**config.mk**
```make
export PLATFORM = sky130hd
export DESIGN_NAME = plrc_reg_bank
export DESIGN_NICKNAME = d
export VERILOG_FILES = /design/src/plrc_pkg.sv /design/src/plrc_cal_seq.sv /design/src/plrc_reg_bank.sv
export SDC_FILE = /design/constraint.sdc
export NUM_CORES = 1
export LEC_CHECK = 0
export BUFFER_PORTS_ARGS = -buffer_cell sky130_fd_sc_hd__buf_2
export CAP_MARGIN = 10
export CORE_MARGIN = 3
export CORE_UTILIZATION = 31
export DETAILED_ROUTE_END_ITERATION = 7
export PLACE_DENSITY = 0.58
export SLEW_MARGIN = 20
export SYNTH_ARGS = -nofsm -noshare
export SYNTH_HDL_FRONTEND = slang
export SYNTH_SLANG_ARGS = --single-unit
```
**constraint.sdc**
```tcl
create_clock -name clk_in -period 1.41 [get_ports clk_in]
set_input_delay 0.141 -clock clk_in [delete_from_list [all_inputs] [get_ports clk_in]]
set_output_delay 0.141 -clock clk_in [all_outputs]
set_load 0.02 [all_outputs]
```
**src/plrc_pkg.sv**
```systemverilog
// Constants, register map and state encodings of the PLL reconfiguration register bank
package plrc_pkg;

  // ---------------------------------------------------------------
  // Bus geometry
  // ---------------------------------------------------------------
  localparam int ADDR_W = 11;
  localparam int DATA_W = 8;
  localparam int PROF_W = 3;

  // ---------------------------------------------------------------
  // Register offsets
  // ---------------------------------------------------------------
  localparam logic [ADDR_W-1:0] OFF_ARB     = 11'h000;
  localparam logic [ADDR_W-1:0] OFF_CAL     = 11'h100;
  localparam logic [ADDR_W-1:0] OFF_ID0     = 11'h400;
  localparam logic [ADDR_W-1:0] OFF_ID1     = 11'h401;
  localparam logic [ADDR_W-1:0] OFF_ID2     = 11'h402;
  localparam logic [ADDR_W-1:0] OFF_ID3     = 11'h403;
  localparam logic [ADDR_W-1:0] OFF_STAT_EN = 11'h404;
  localparam logic [ADDR_W-1:0] OFF_CTRL_EN = 11'h405;
  localparam logic [ADDR_W-1:0] OFF_MCGB    = 11'h410;
  localparam logic [ADDR_W-1:0] OFF_STATUS  = 11'h480;
  localparam logic [ADDR_W-1:0] OFF_PD      = 11'h4e0;
  localparam logic [ADDR_W-1:0] OFF_PROF    = 11'h540;
  localparam logic [ADDR_W-1:0] OFF_SBUSY   = 11'h541;
  localparam logic [ADDR_W-1:0] OFF_BGCAL   = 11'h542;

  // ---------------------------------------------------------------
  // Field positions
  // ---------------------------------------------------------------
  localparam int BIT_ARB      = 0;
  localparam int BIT_CAL_DONE = 1;
  localparam int BIT_TANK_CAL = 0;
  localparam int BIT_TANK_PRE = 1;
  localparam int BIT_RX_CAL   = 0;
  localparam int BIT_TX_CAL   = 1;
  localparam int BIT_MULT_PRE = 3;
  localparam int BIT_PRESENT  = 0;
  localparam int BIT_LOCK     = 0;
  localparam int BIT_CAL_BUSY = 1;
  localparam int BIT_OWNER    = 2;
  localparam int BIT_PD       = 0;
  localparam int BIT_PD_OVR   = 1;
  localparam int PROF_LSB     = 0;
  localparam int BIT_LOAD     = 7;
  localparam int BIT_SBUSY    = 0;
  localparam int BIT_BGCAL    = 0;
  localparam int ID_BYTES     = 4;

  // ---------------------------------------------------------------
  // Reset values and variants
  // ---------------------------------------------------------------
  localparam logic              RST_ARB  = 1'b1;
  localparam logic              RST_BIT  = 1'b0;
  localparam logic [DATA_W-1:0] RST_BYTE = 8'h00;
  localparam logic [PROF_W-1:0] RST_PROF = 3'h0;
  localparam logic              VAR_TANK = 1'b0;
  localparam logic              VAR_MULT = 1'b1;

  // ---------------------------------------------------------------
  // Calibration sequencer states, Gray along idle-rx-tx-fin
  // ---------------------------------------------------------------
  typedef enum logic [1:0] {
    CAL_IDLE = 2'h0,
    CAL_RX   = 2'h1,
    CAL_TX   = 2'h3,
    CAL_FIN  = 2'h2
  } plrc_cal_state_t;

endpackage : plrc_pkg

```
**src/plrc_cal_seq.sv**
```systemverilog
// Calibration step sequencer: receive step first, then transmit step
`timescale 1ns/100ps
module plrc_cal_seq (
  input  wire logic clk_in,
  input  wire logic rst_in,
  input  wire logic go_in,
  input  wire logic rx_en_in,
  input  wire logic tx_en_in,
  input  wire logic step_ack_in,
  output logic      step_start_out,
  output logic      step_tx_out,
  output logic      busy_out
);

  typedef struct packed {
    plrc_pkg::plrc_cal_state_t state;
    logic                      tx_pend;
    logic                      start;
    logic                      tx;
    logic                      busy;
  } plrc_seq_t;

  plrc_seq_t cur;
  plrc_seq_t next_cur;

  always_comb begin
    next_cur       = cur;
    next_cur.start = 1'b0;
    case (cur.state)
      plrc_pkg::CAL_IDLE: begin
        if (go_in && (rx_en_in || tx_en_in)) begin
          next_cur.tx_pend = tx_en_in && rx_en_in;
          next_cur.start   = 1'b1;
          // Receive always goes first when both are enabled
          if (rx_en_in) begin
            next_cur.state = plrc_pkg::CAL_RX;
            next_cur.tx    = 1'b0;
          end else begin
            next_cur.state = plrc_pkg::CAL_TX;
            next_cur.tx    = 1'b1;
          end
        end
      end
      plrc_pkg::CAL_RX: begin
        if (step_ack_in) begin
          if (cur.tx_pend) begin
            next_cur.state = plrc_pkg::CAL_TX;
            next_cur.start = 1'b1;
            next_cur.tx    = 1'b1;
          end else begin
            next_cur.state = plrc_pkg::CAL_FIN;
          end
        end
      end
      plrc_pkg::CAL_TX: begin
        if (step_ack_in) begin
          next_cur.state = plrc_pkg::CAL_FIN;
        end
      end
      plrc_pkg::CAL_FIN: begin
        next_cur.state   = plrc_pkg::CAL_IDLE;
        next_cur.tx_pend = 1'b0;
      end
      default: begin
        next_cur.state = plrc_pkg::CAL_IDLE;
      end
    endcase
    // Busy stays up until every enabled step has finished
    next_cur.busy = (next_cur.state != plrc_pkg::CAL_IDLE);
  end

  always_ff @(posedge clk_in or posedge rst_in) begin
    if (rst_in) begin
      cur <= '0;
    end else begin
      cur <= next_cur;
    end
  end

  assign step_start_out = cur.start;
  assign step_tx_out    = cur.tx;
  assign busy_out       = cur.busy;

endmodule : plrc_cal_seq

```
**src/plrc_reg_bank.sv**
```systemverilog
// Reconfiguration register bank of one transmit PLL, tank or multiplier variant
//
// Overview of operation
// - Offset 0x000 bit 0: 0 gives host the config bus, 1 hands it to engine.
// - Offset 0x000 bit 1 reads calibration done, inverse of calibration busy.
// - Multiplier variant calibrates receive then transmit; done only after every enabled step.
// - Tank variant: offset 0x100 bit 0 enables PLL calibration.
// - Tank variant: offset 0x100 bit 1 requests reconfiguration mode from engine.
// - Multiplier variant: offset 0x100 bit 0 enables receive calibration.
// - Multiplier variant: offset 0x100 bit 1 enables transmit calibration.
// - Receiver use: offset 0x100 bit 3 selects register bandwidth; resets to 0.
// - Multiplier PLL use: offset 0x100 bit 3 requests reconfiguration mode.
// - Multiplier variant: offset 0x542 bit 0 runs background calibration if built in.
// - Offsets 0x400 to 0x403 read back the 32-bit instance identifier.
// - Offset 0x404 bit 0 reads 1 when status registers are built in.
// - Offset 0x405 bit 0 reads 1 when control registers are built in.
// - Tank variant: offset 0x410 bit 0 reads 1 when clock generation block present.
// - Offset 0x480 bit 0 reads PLL lock.
// - Offset 0x480 bit 1 reads 1 while PLL calibration runs.
// - Offset 0x480 bit 2 reads 1 while engine owns the config bus.
// - Offset 0x4e0: bit 1 overrides power-down, bit 0 then drives it.
// - Offset 0x540 bits 2:0 pick one of eight streamed profiles.
// - Offset 0x540 bit 7 starts streaming and clears itself.
// - Offset 0x541 bit 0 reads 1 while streaming is in progress.
`timescale 1ns/100ps
module plrc_reg_bank #(
  parameter logic        VARIANT        = plrc_pkg::VAR_TANK,
  parameter logic        MULT_AS_RX     = 1'b0,
  parameter logic [31:0] INSTANCE_ID    = 32'h0000_0001, // Arbitrary value
  parameter logic        STATUS_PRESENT = 1'b1,
  parameter logic        CTRL_PRESENT   = 1'b1,
  parameter logic        MCGB_PRESENT   = 1'b0,
  parameter logic        BG_CAL_BUILT   = 1'b0
) (
  input  wire logic                         clk_in,
  input  wire logic                         rst_in,
  input  wire logic [plrc_pkg::ADDR_W-1:0]  reg_addr_in,
  input  wire logic                         reg_write_in,
  input  wire logic                         reg_read_in,
  input  wire logic [plrc_pkg::DATA_W-1:0]  reg_wdata_in,
  output logic      [plrc_pkg::DATA_W-1:0]  reg_rdata_out,
  output logic                              reg_rvalid_out,
  input  wire logic                         pll_locked_in,
  input  wire logic                         pll_powerdown_in,
  output logic                              pll_powerdown_out,
  input  wire logic                         cal_step_ack_in,
  output logic                              cal_step_start_out,
  output logic                              cal_step_tx_out,
  output logic                              cal_busy_out,
  output logic                              cfg_bus_engine_out,
  output logic                              prereconfig_req_out,
  output logic                              cdr_bw_from_regs_out,
  output logic                              bg_cal_enable_out,
  output logic                              stream_start_out,
  output logic      [plrc_pkg::PROF_W-1:0]  stream_profile_out,
  input  wire logic                         stream_done_in
);

  // ---------------------------------------------------------------
  // State
  // ---------------------------------------------------------------
  typedef struct packed {
    logic                        arb;
    logic [plrc_pkg::DATA_W-1:0] cal_reg;
    logic                        pd_val;
    logic                        pd_ovr;
    logic [plrc_pkg::PROF_W-1:0] prof_sel;
    logic                        load;
    logic                        stream_busy;
    logic                        stream_start;
    logic                        bg_cal;
    logic                        cal_go;
    logic [plrc_pkg::DATA_W-1:0] rdata;
    logic                        rvalid;
    logic                        pll_pd;
    logic                        owner;
    logic                        pre_req;
    logic                        cdr_bw;
    logic                        bg_out;
  } plrc_bank_t;

  plrc_bank_t cur;
  plrc_bank_t next_cur;

  logic cal_busy;
  logic rx_en;
  logic tx_en;

  // ---------------------------------------------------------------
  // Decode helpers
  // ---------------------------------------------------------------
  function automatic logic hit(input logic [plrc_pkg::ADDR_W-1:0] addr,
                               input logic [plrc_pkg::ADDR_W-1:0] off);
    hit = (addr == off);
  endfunction : hit

  // Bits of offset 0x100 that exist in the chosen variant
  function automatic logic [plrc_pkg::DATA_W-1:0] cal_mask(input logic variant);
    logic [plrc_pkg::DATA_W-1:0] m;
    m = plrc_pkg::RST_BYTE;
    if (variant == plrc_pkg::VAR_TANK) begin
      m[plrc_pkg::BIT_TANK_CAL] = 1'b1;
      m[plrc_pkg::BIT_TANK_PRE] = 1'b1;
    end else begin
      m[plrc_pkg::BIT_RX_CAL]   = 1'b1;
      m[plrc_pkg::BIT_TX_CAL]   = 1'b1;
      m[plrc_pkg::BIT_MULT_PRE] = 1'b1;
    end
    cal_mask = m;
  endfunction : cal_mask

  function automatic logic [plrc_pkg::DATA_W-1:0] flag(input logic b, input int pos);
    logic [plrc_pkg::DATA_W-1:0] f;
    f      = plrc_pkg::RST_BYTE;
    f[pos] = b;
    flag   = f;
  endfunction : flag

  // ---------------------------------------------------------------
  // Calibration enables towards the sequencer
  // ---------------------------------------------------------------
  // The tank variant has a single PLL step; it rides on the receive slot
  assign rx_en = (VARIANT == plrc_pkg::VAR_TANK) ?
                 cur.cal_reg[plrc_pkg::BIT_TANK_CAL] :
                 cur.cal_reg[plrc_pkg::BIT_RX_CAL];
  assign tx_en = (VARIANT == plrc_pkg::VAR_MULT) &&
                 cur.cal_reg[plrc_pkg::BIT_TX_CAL];

  plrc_cal_seq u_cal_seq (
    .clk_in         (clk_in),
    .rst_in         (rst_in),
    .go_in          (cur.cal_go),
    .rx_en_in       (rx_en),
    .tx_en_in       (tx_en),
    .step_ack_in    (cal_step_ack_in),
    .step_start_out (cal_step_start_out),
    .step_tx_out    (cal_step_tx_out),
    .busy_out       (cal_busy)
  );

  // ---------------------------------------------------------------
  // Next state
  // ---------------------------------------------------------------
  always_comb begin
    next_cur              = cur;
    next_cur.rvalid       = 1'b0;
    next_cur.cal_go       = 1'b0;
    next_cur.stream_start = 1'b0;
    next_cur.load         = 1'b0;

    // Streaming end clears busy; a start in the same cycle is still dropped below
    if (stream_done_in) begin
      next_cur.stream_busy = 1'b0;
    end

    if (reg_write_in) begin
      if (hit(reg_addr_in, plrc_pkg::OFF_ARB)) begin
        next_cur.arb = reg_wdata_in[plrc_pkg::BIT_ARB];
        // Handing the bus over is what launches an enabled calibration
        if (reg_wdata_in[plrc_pkg::BIT_ARB] && !cur.arb && !cal_busy) begin
          next_cur.cal_go = 1'b1;
        end
      end
      if (hit(reg_addr_in, plrc_pkg::OFF_CAL)) begin
        next_cur.cal_reg = reg_wdata_in & cal_mask(VARIANT);
      end
      if (hit(reg_addr_in, plrc_pkg::OFF_PD)) begin
        next_cur.pd_val = reg_wdata_in[plrc_pkg::BIT_PD];
        next_cur.pd_ovr = reg_wdata_in[plrc_pkg::BIT_PD_OVR];
      end
      if (hit(reg_addr_in, plrc_pkg::OFF_PROF)) begin
        next_cur.prof_sel = reg_wdata_in[plrc_pkg::PROF_LSB +: plrc_pkg::PROF_W];
        // A start while a stream runs is dropped rather than queued
        if (reg_wdata_in[plrc_pkg::BIT_LOAD] && !cur.stream_busy) begin
          next_cur.load         = 1'b1;
          next_cur.stream_start = 1'b1;
          next_cur.stream_busy  = 1'b1;
        end
      end
      if (hit(reg_addr_in, plrc_pkg::OFF_BGCAL) && (VARIANT == plrc_pkg::VAR_MULT)) begin
        next_cur.bg_cal = reg_wdata_in[plrc_pkg::BIT_BGCAL];
      end
    end

    if (reg_read_in) begin
      next_cur.rvalid = 1'b1;
      case (reg_addr_in)
        plrc_pkg::OFF_ARB: begin
          next_cur.rdata = flag(cur.arb, plrc_pkg::BIT_ARB) |
                           flag(!cal_busy, plrc_pkg::BIT_CAL_DONE);
        end
        plrc_pkg::OFF_CAL: begin
          next_cur.rdata = cur.cal_reg;
        end
        plrc_pkg::OFF_ID0: begin
          next_cur.rdata = INSTANCE_ID[0*plrc_pkg::DATA_W +: plrc_pkg::DATA_W];
        end
        plrc_pkg::OFF_ID1: begin
          next_cur.rdata = INSTANCE_ID[1*plrc_pkg::DATA_W +: plrc_pkg::DATA_W];
        end
        plrc_pkg::OFF_ID2: begin
          next_cur.rdata = INSTANCE_ID[2*plrc_pkg::DATA_W +: plrc_pkg::DATA_W];
        end
        plrc_pkg::OFF_ID3: begin
          next_cur.rdata = INSTANCE_ID[3*plrc_pkg::DATA_W +: plrc_pkg::DATA_W];
        end
        plrc_pkg::OFF_STAT_EN: begin
          next_cur.rdata = flag(STATUS_PRESENT, plrc_pkg::BIT_PRESENT);
        end
        plrc_pkg::OFF_CTRL_EN: begin
          next_cur.rdata = flag(CTRL_PRESENT, plrc_pkg::BIT_PRESENT);
        end
        plrc_pkg::OFF_MCGB: begin
          next_cur.rdata = flag(MCGB_PRESENT && (VARIANT == plrc_pkg::VAR_TANK),
                                plrc_pkg::BIT_PRESENT);
        end
        plrc_pkg::OFF_STATUS: begin
          next_cur.rdata = flag(pll_locked_in, plrc_pkg::BIT_LOCK) |
                           flag(cal_busy, plrc_pkg::BIT_CAL_BUSY) |
                           flag(cur.owner, plrc_pkg::BIT_OWNER);
        end
        plrc_pkg::OFF_PD: begin
          next_cur.rdata = flag(cur.pd_val, plrc_pkg::BIT_PD) |
                           flag(cur.pd_ovr, plrc_pkg::BIT_PD_OVR);
        end
        plrc_pkg::OFF_PROF: begin
          next_cur.rdata = flag(cur.load, plrc_pkg::BIT_LOAD);
          next_cur.rdata[plrc_pkg::PROF_LSB +: plrc_pkg::PROF_W] = cur.prof_sel;
        end
        plrc_pkg::OFF_SBUSY: begin
          next_cur.rdata = flag(cur.stream_busy, plrc_pkg::BIT_SBUSY);
        end
        plrc_pkg::OFF_BGCAL: begin
          next_cur.rdata = flag(cur.bg_cal, plrc_pkg::BIT_BGCAL);
        end
        default: begin
          // Unmapped offsets read as zero
          next_cur.rdata = plrc_pkg::RST_BYTE;
        end
      endcase
    end

    // ---------------------------------------------------------------
    // Registered side outputs
    // ---------------------------------------------------------------
    // Without the override the default power-down source passes through
    next_cur.pll_pd = next_cur.pd_ovr ? next_cur.pd_val : pll_powerdown_in;
    // Engine keeps the bus while a calibration it started is still running
    // A pending launch counts too, so ownership never trails busy by a cycle
    next_cur.owner  = next_cur.arb || cal_busy || cur.cal_go;
    if (VARIANT == plrc_pkg::VAR_TANK) begin
      next_cur.pre_req = next_cur.cal_reg[plrc_pkg::BIT_TANK_PRE];
      next_cur.cdr_bw  = 1'b0;
    end else if (MULT_AS_RX) begin
      next_cur.pre_req = 1'b0;
      next_cur.cdr_bw  = next_cur.cal_reg[plrc_pkg::BIT_MULT_PRE];
    end else begin
      next_cur.pre_req = next_cur.cal_reg[plrc_pkg::BIT_MULT_PRE];
      next_cur.cdr_bw  = 1'b0;
    end
    // Has no effect unless background calibration was built in
    next_cur.bg_out = next_cur.bg_cal && BG_CAL_BUILT &&
                      (VARIANT == plrc_pkg::VAR_MULT);
  end

  // ---------------------------------------------------------------
  // Registers
  // ---------------------------------------------------------------
  always_ff @(posedge clk_in or posedge rst_in) begin
    if (rst_in) begin
      cur              <= '0;
      cur.arb          <= plrc_pkg::RST_ARB;
      cur.cal_reg      <= plrc_pkg::RST_BYTE;
      cur.prof_sel     <= plrc_pkg::RST_PROF;
      cur.pd_val       <= plrc_pkg::RST_BIT;
      cur.pd_ovr       <= plrc_pkg::RST_BIT;
      cur.owner        <= plrc_pkg::RST_ARB;
      cur.rdata        <= plrc_pkg::RST_BYTE;
    end else begin
      cur <= next_cur;
    end
  end

  // ---------------------------------------------------------------
  // Outputs
  // ---------------------------------------------------------------
  assign reg_rdata_out        = cur.rdata;
  assign reg_rvalid_out       = cur.rvalid;
  assign pll_powerdown_out    = cur.pll_pd;
  assign cal_busy_out         = cal_busy;
  assign cfg_bus_engine_out   = cur.owner;
  assign prereconfig_req_out  = cur.pre_req;
  assign cdr_bw_from_regs_out = cur.cdr_bw;
  assign bg_cal_enable_out    = cur.bg_out;
  assign stream_start_out     = cur.stream_start;
  assign stream_profile_out   = cur.prof_sel;

endmodule : plrc_reg_bank

```
==> summary.txt <==
Status
  • Status: finished with violations
  • Violated checks: setup timing

Synth
  • Mapped cell area: 1210 um^2
  • Mapped Cells: between 100 and 150
  • Leading post-synthesis cells by cell area: dfrtp_1 (43%), buf_4 (8.1%), mux2_2 (6.5%)
  • Ys flop type: dfrtp_1
  • EDFF count, synth: 0
  • Synth warnings: 0
  • Post-Syn Area per Cell: 11.1 um^2
  • Sequential share of the synthesized area: 0.478
  • Seq cells post-synth: 23
  • Post-synth top area share: 0.434
  • Ys async rst share: 1.00
  • Dominant cell type by area after synthesis: dfrtp_1
  • Count of different cell masters after synthesis: 44

Timing
  • Slew Viols, Final: 0
  • Fmax: around 680 MHz
  • Fin crit period: 1.48 ns
  • Worst Clk Skew: a little over 0.001 ns
  • Fin Setup TNS: -0.178 ns
  • RSZ-0062 raised after global routing: true
  • Fin. Hold Viols: 0
  • Hold Slack: slightly above 0.07 ns
  • Setup violators final: 6
  • Period utilisation layout: 1.05
  • Fin worst setup slack: -0.0713 ns

Worst setup path
  • FF-to-FF End: pll_powerdown_out$_DFF_PP0_
  • CP Buf/Inv Count: 1
  • WS Path Type: in -> reg
  • Crit. Startpoint: reg_addr_in[9]
  • Slowest CP cell: or4b_4
  • Path depth of the worst reg2reg path: 2
  • CP max stage delay: 0.53 ns
  • Crit path cell chain: buf_6, or4b_4, nor4_4, mux2_4, o211a_1
  • CP max FO: 2
  • CP endpoint kind: flop
  • Required time of the critical path: 1.56 ns
  • Critical R2R Launch: cur[23]$_DFF_PP0_
  • Setup crit start kind: input pin
  • CP top delay family: simple AND/OR/NAND/NOR gates
  • R2R Setup Slk: around 0.3 ns
  • Crit path DAT: 1.63 ns

Global route
  • Initial antenna violation count: 0
  • First-pass GRT wire length: 4310 um
  • Largest net degree at the start of global routing: 24
  • GRT Resource Usage Total: 0.123
  • Vias in the first global route: 971
  • GRT overflow: 0

Flow run
  • Max-cap viol count: 0

Routing
  • DR DRC count: 0
  • Drt wl/cell: 13.2 um
  • DRT Pass-1 Iters: 4
  • Vias per cell: 4.73
  • DR iter-0 viols: 41
  • Antenna-violating nets left: 0
  • Routed WL: ~2800 um
  • Via count: between 900 and 1000

Power and ir drop
  • Leak: between 0.0008 and 0.0009 uW
  • Worst IR Drop VDD: 0.000477 V
  • Sw Share: 0.241
  • Sequential fraction of design power: 0.538
  • Power density over the cells: 768 nW/um^2
  • Cell Int Power: 953 uW
  • Power share of the clock group: 0.317
  • Comb pwr share: 0.146
  • Sw power: 303 uW

Placement
  • Detailed placement HPWL: 2210 um
  • Placer's final routability congestion estimate: 0.877
  • Place WS: -0.394 ns
  • Input/output buffers: 37
  • Post-DP Area: between 1500 and 2000 um^2

Die
  • Die height: between 60 and 70 um
  • Die footprint: 4690 um^2
  • Core box area: 3720 um^2
  • Rows: 22
  • # IOs: 48
  • Starting density of the core: 0.326
  • Die W: 68.5 um

Clock network
  • Clock root cell: clkbuf_8
  • Worst skew pair latency: 0.26 ns
  • Num CTS Buffers: 3
  • Clk slew on worst S/H paths: 0.08 ns
  • Worst-case clock buffer depth: 2
  • TritonCTS clock tree: yes
  • H-Tree Depth: 1
  • CTS sink cnt: 23

Final layout
  • Diode count: 0
  • Share of cells above drive strength 1: 0.503
  • Nets: 191
  • Final Cell Area: around 1600 um^2
  • Synth-to-Final Area Change: 35.2%

Hold path
  • Min-Delay Path Depth: 2
  • Hold Path End: cur[17]$_DFF_PP0_
  • Hold Path Origin: stream_done_in
  • Hold WC Path Type: in -> reg
[sequential cells by signal, indices dropped and copies added (netlist names)]
signal,cells
cur,8
u_cal_seq.step_start_out,1
pll_powerdown_out,1
reg_rvalid_out,1
u_cal_seq.step_tx_out,1
reg_rdata_out,4
cfg_bus_engine_out,1
u_cal_seq.cur,2
stream_profile_out,3
u_cal_seq.busy_out,1
[layout make-up]
type	instances	area, um^2
Fill cell	366	2080
Sequential cell	23	578
Multi-Input combinational cell	72	558
Timing Repair Buffer	59	375
Tap cell	48	60.1
Clock buffer	4	45.0
Inverter	5	18.8
[power groups by stage]
stage	combinational, uW	clock [uW]	sequential [uW]
finish	183	398	676
global route	200	452	677
CTS	179	416	676
detailed placement	173	0	689
global placement	169	0	688
floorplan	98.3	0	692
[worst max path at each step]
| stage | to | slack, ns | cells past startpoint |
|---|---|---|---|
| 2_1_floorplan | pll_powerdown_out$_DFF_PP0_ | -0.22 | 4 |
| 3_3_place_gp | pll_powerdown_out$_DFF_PP0_ | -0.37 | 5 |
| 3_5_place_dp | pll_powerdown_out$_DFF_PP0_ | -0.39 | 5 |
| 4_1_cts | pll_powerdown_out$_DFF_PP0_ | -0.08 | 5 |
| 5_1_grt | pll_powerdown_out$_DFF_PP0_ | -0.08 | 5 |
| 6_report | pll_powerdown_out$_DFF_PP0_ | -0.07 | 5 |
[what timing repair did]
item,in CTS,in global routing
pin swaps,3,6
hold endpoints to repair,21,0
hold buffers,1,0
buffers inserted,2,0
endpoints found under the setup margin,1,13
resized for setup,2,5
[cells in the final DEF, fill, tap and decap left out, types with 2 or more instances in the layout]
cell and n:
buf_6 4, dfrtp_1 21, mux2_4 3, clkbuf_8 3, buf_2 34, nor2_1 6, a21oi_1 2, mux2i_1 3
buf_4 20, or3_1 2, dfstp_2 2, or2_2 2, nor3_1 3, conb_1 6, nand3_1 4, o21ai_0 2
inv_1 5, mux2_2 5, nand2_1 3, a22o_1 2, nand4b_1 2
[metal layers]
layer | wire length [um] | vias to the layer above | track usage
met3 | 167 | 2 | 0.0345
met2 | 1330 | 28 | 0.206
met5 | 0 | - | 0
met1 | 1280 | 485 | 0.157
met4 | 9 | 0 | 0.0223
li1 | - | 484 | -
[synth_stat cells, drive strengths merged (2+ instances only)]
cell type / n
a21oi: 2
a22o: 2
buf: 13
dfrtp: 21
dfstp: 2
inv: 5
mux2: 8
mux2i: 3
nand2: 4
nand3: 4
nand4b: 2
nor2: 7
nor3: 4
nor4: 3
o21ai: 2
or2: 2
or3: 2
[cell families (layout without fill, tap and decap cells)]
| group | count (synthesis) | in the layout | synth area share |
|---|---|---|---|
| other | 1 | 6 | 0.00310 |
| buffers and inverters | 19 | 68 | 0.0993 |
| muxes | 11 | 11 | 0.102 |
| DFF | 23 | 23 | 0.478 |
| and+or+nand+nor | 41 | 41 | 0.235 |
| AOI/OAI and AO/OA | 14 | 14 | 0.0827 |
[stage by stage]
stage	util	cells	power, uW
floorplan	-	114	790
global placement	0.411	204	858
detailed placement	0.411	204	862
CTS	0.433	211	1270
global route	0.440	211	1330
finish	0.440	211	1260
(Power assumes the default switching activity.)
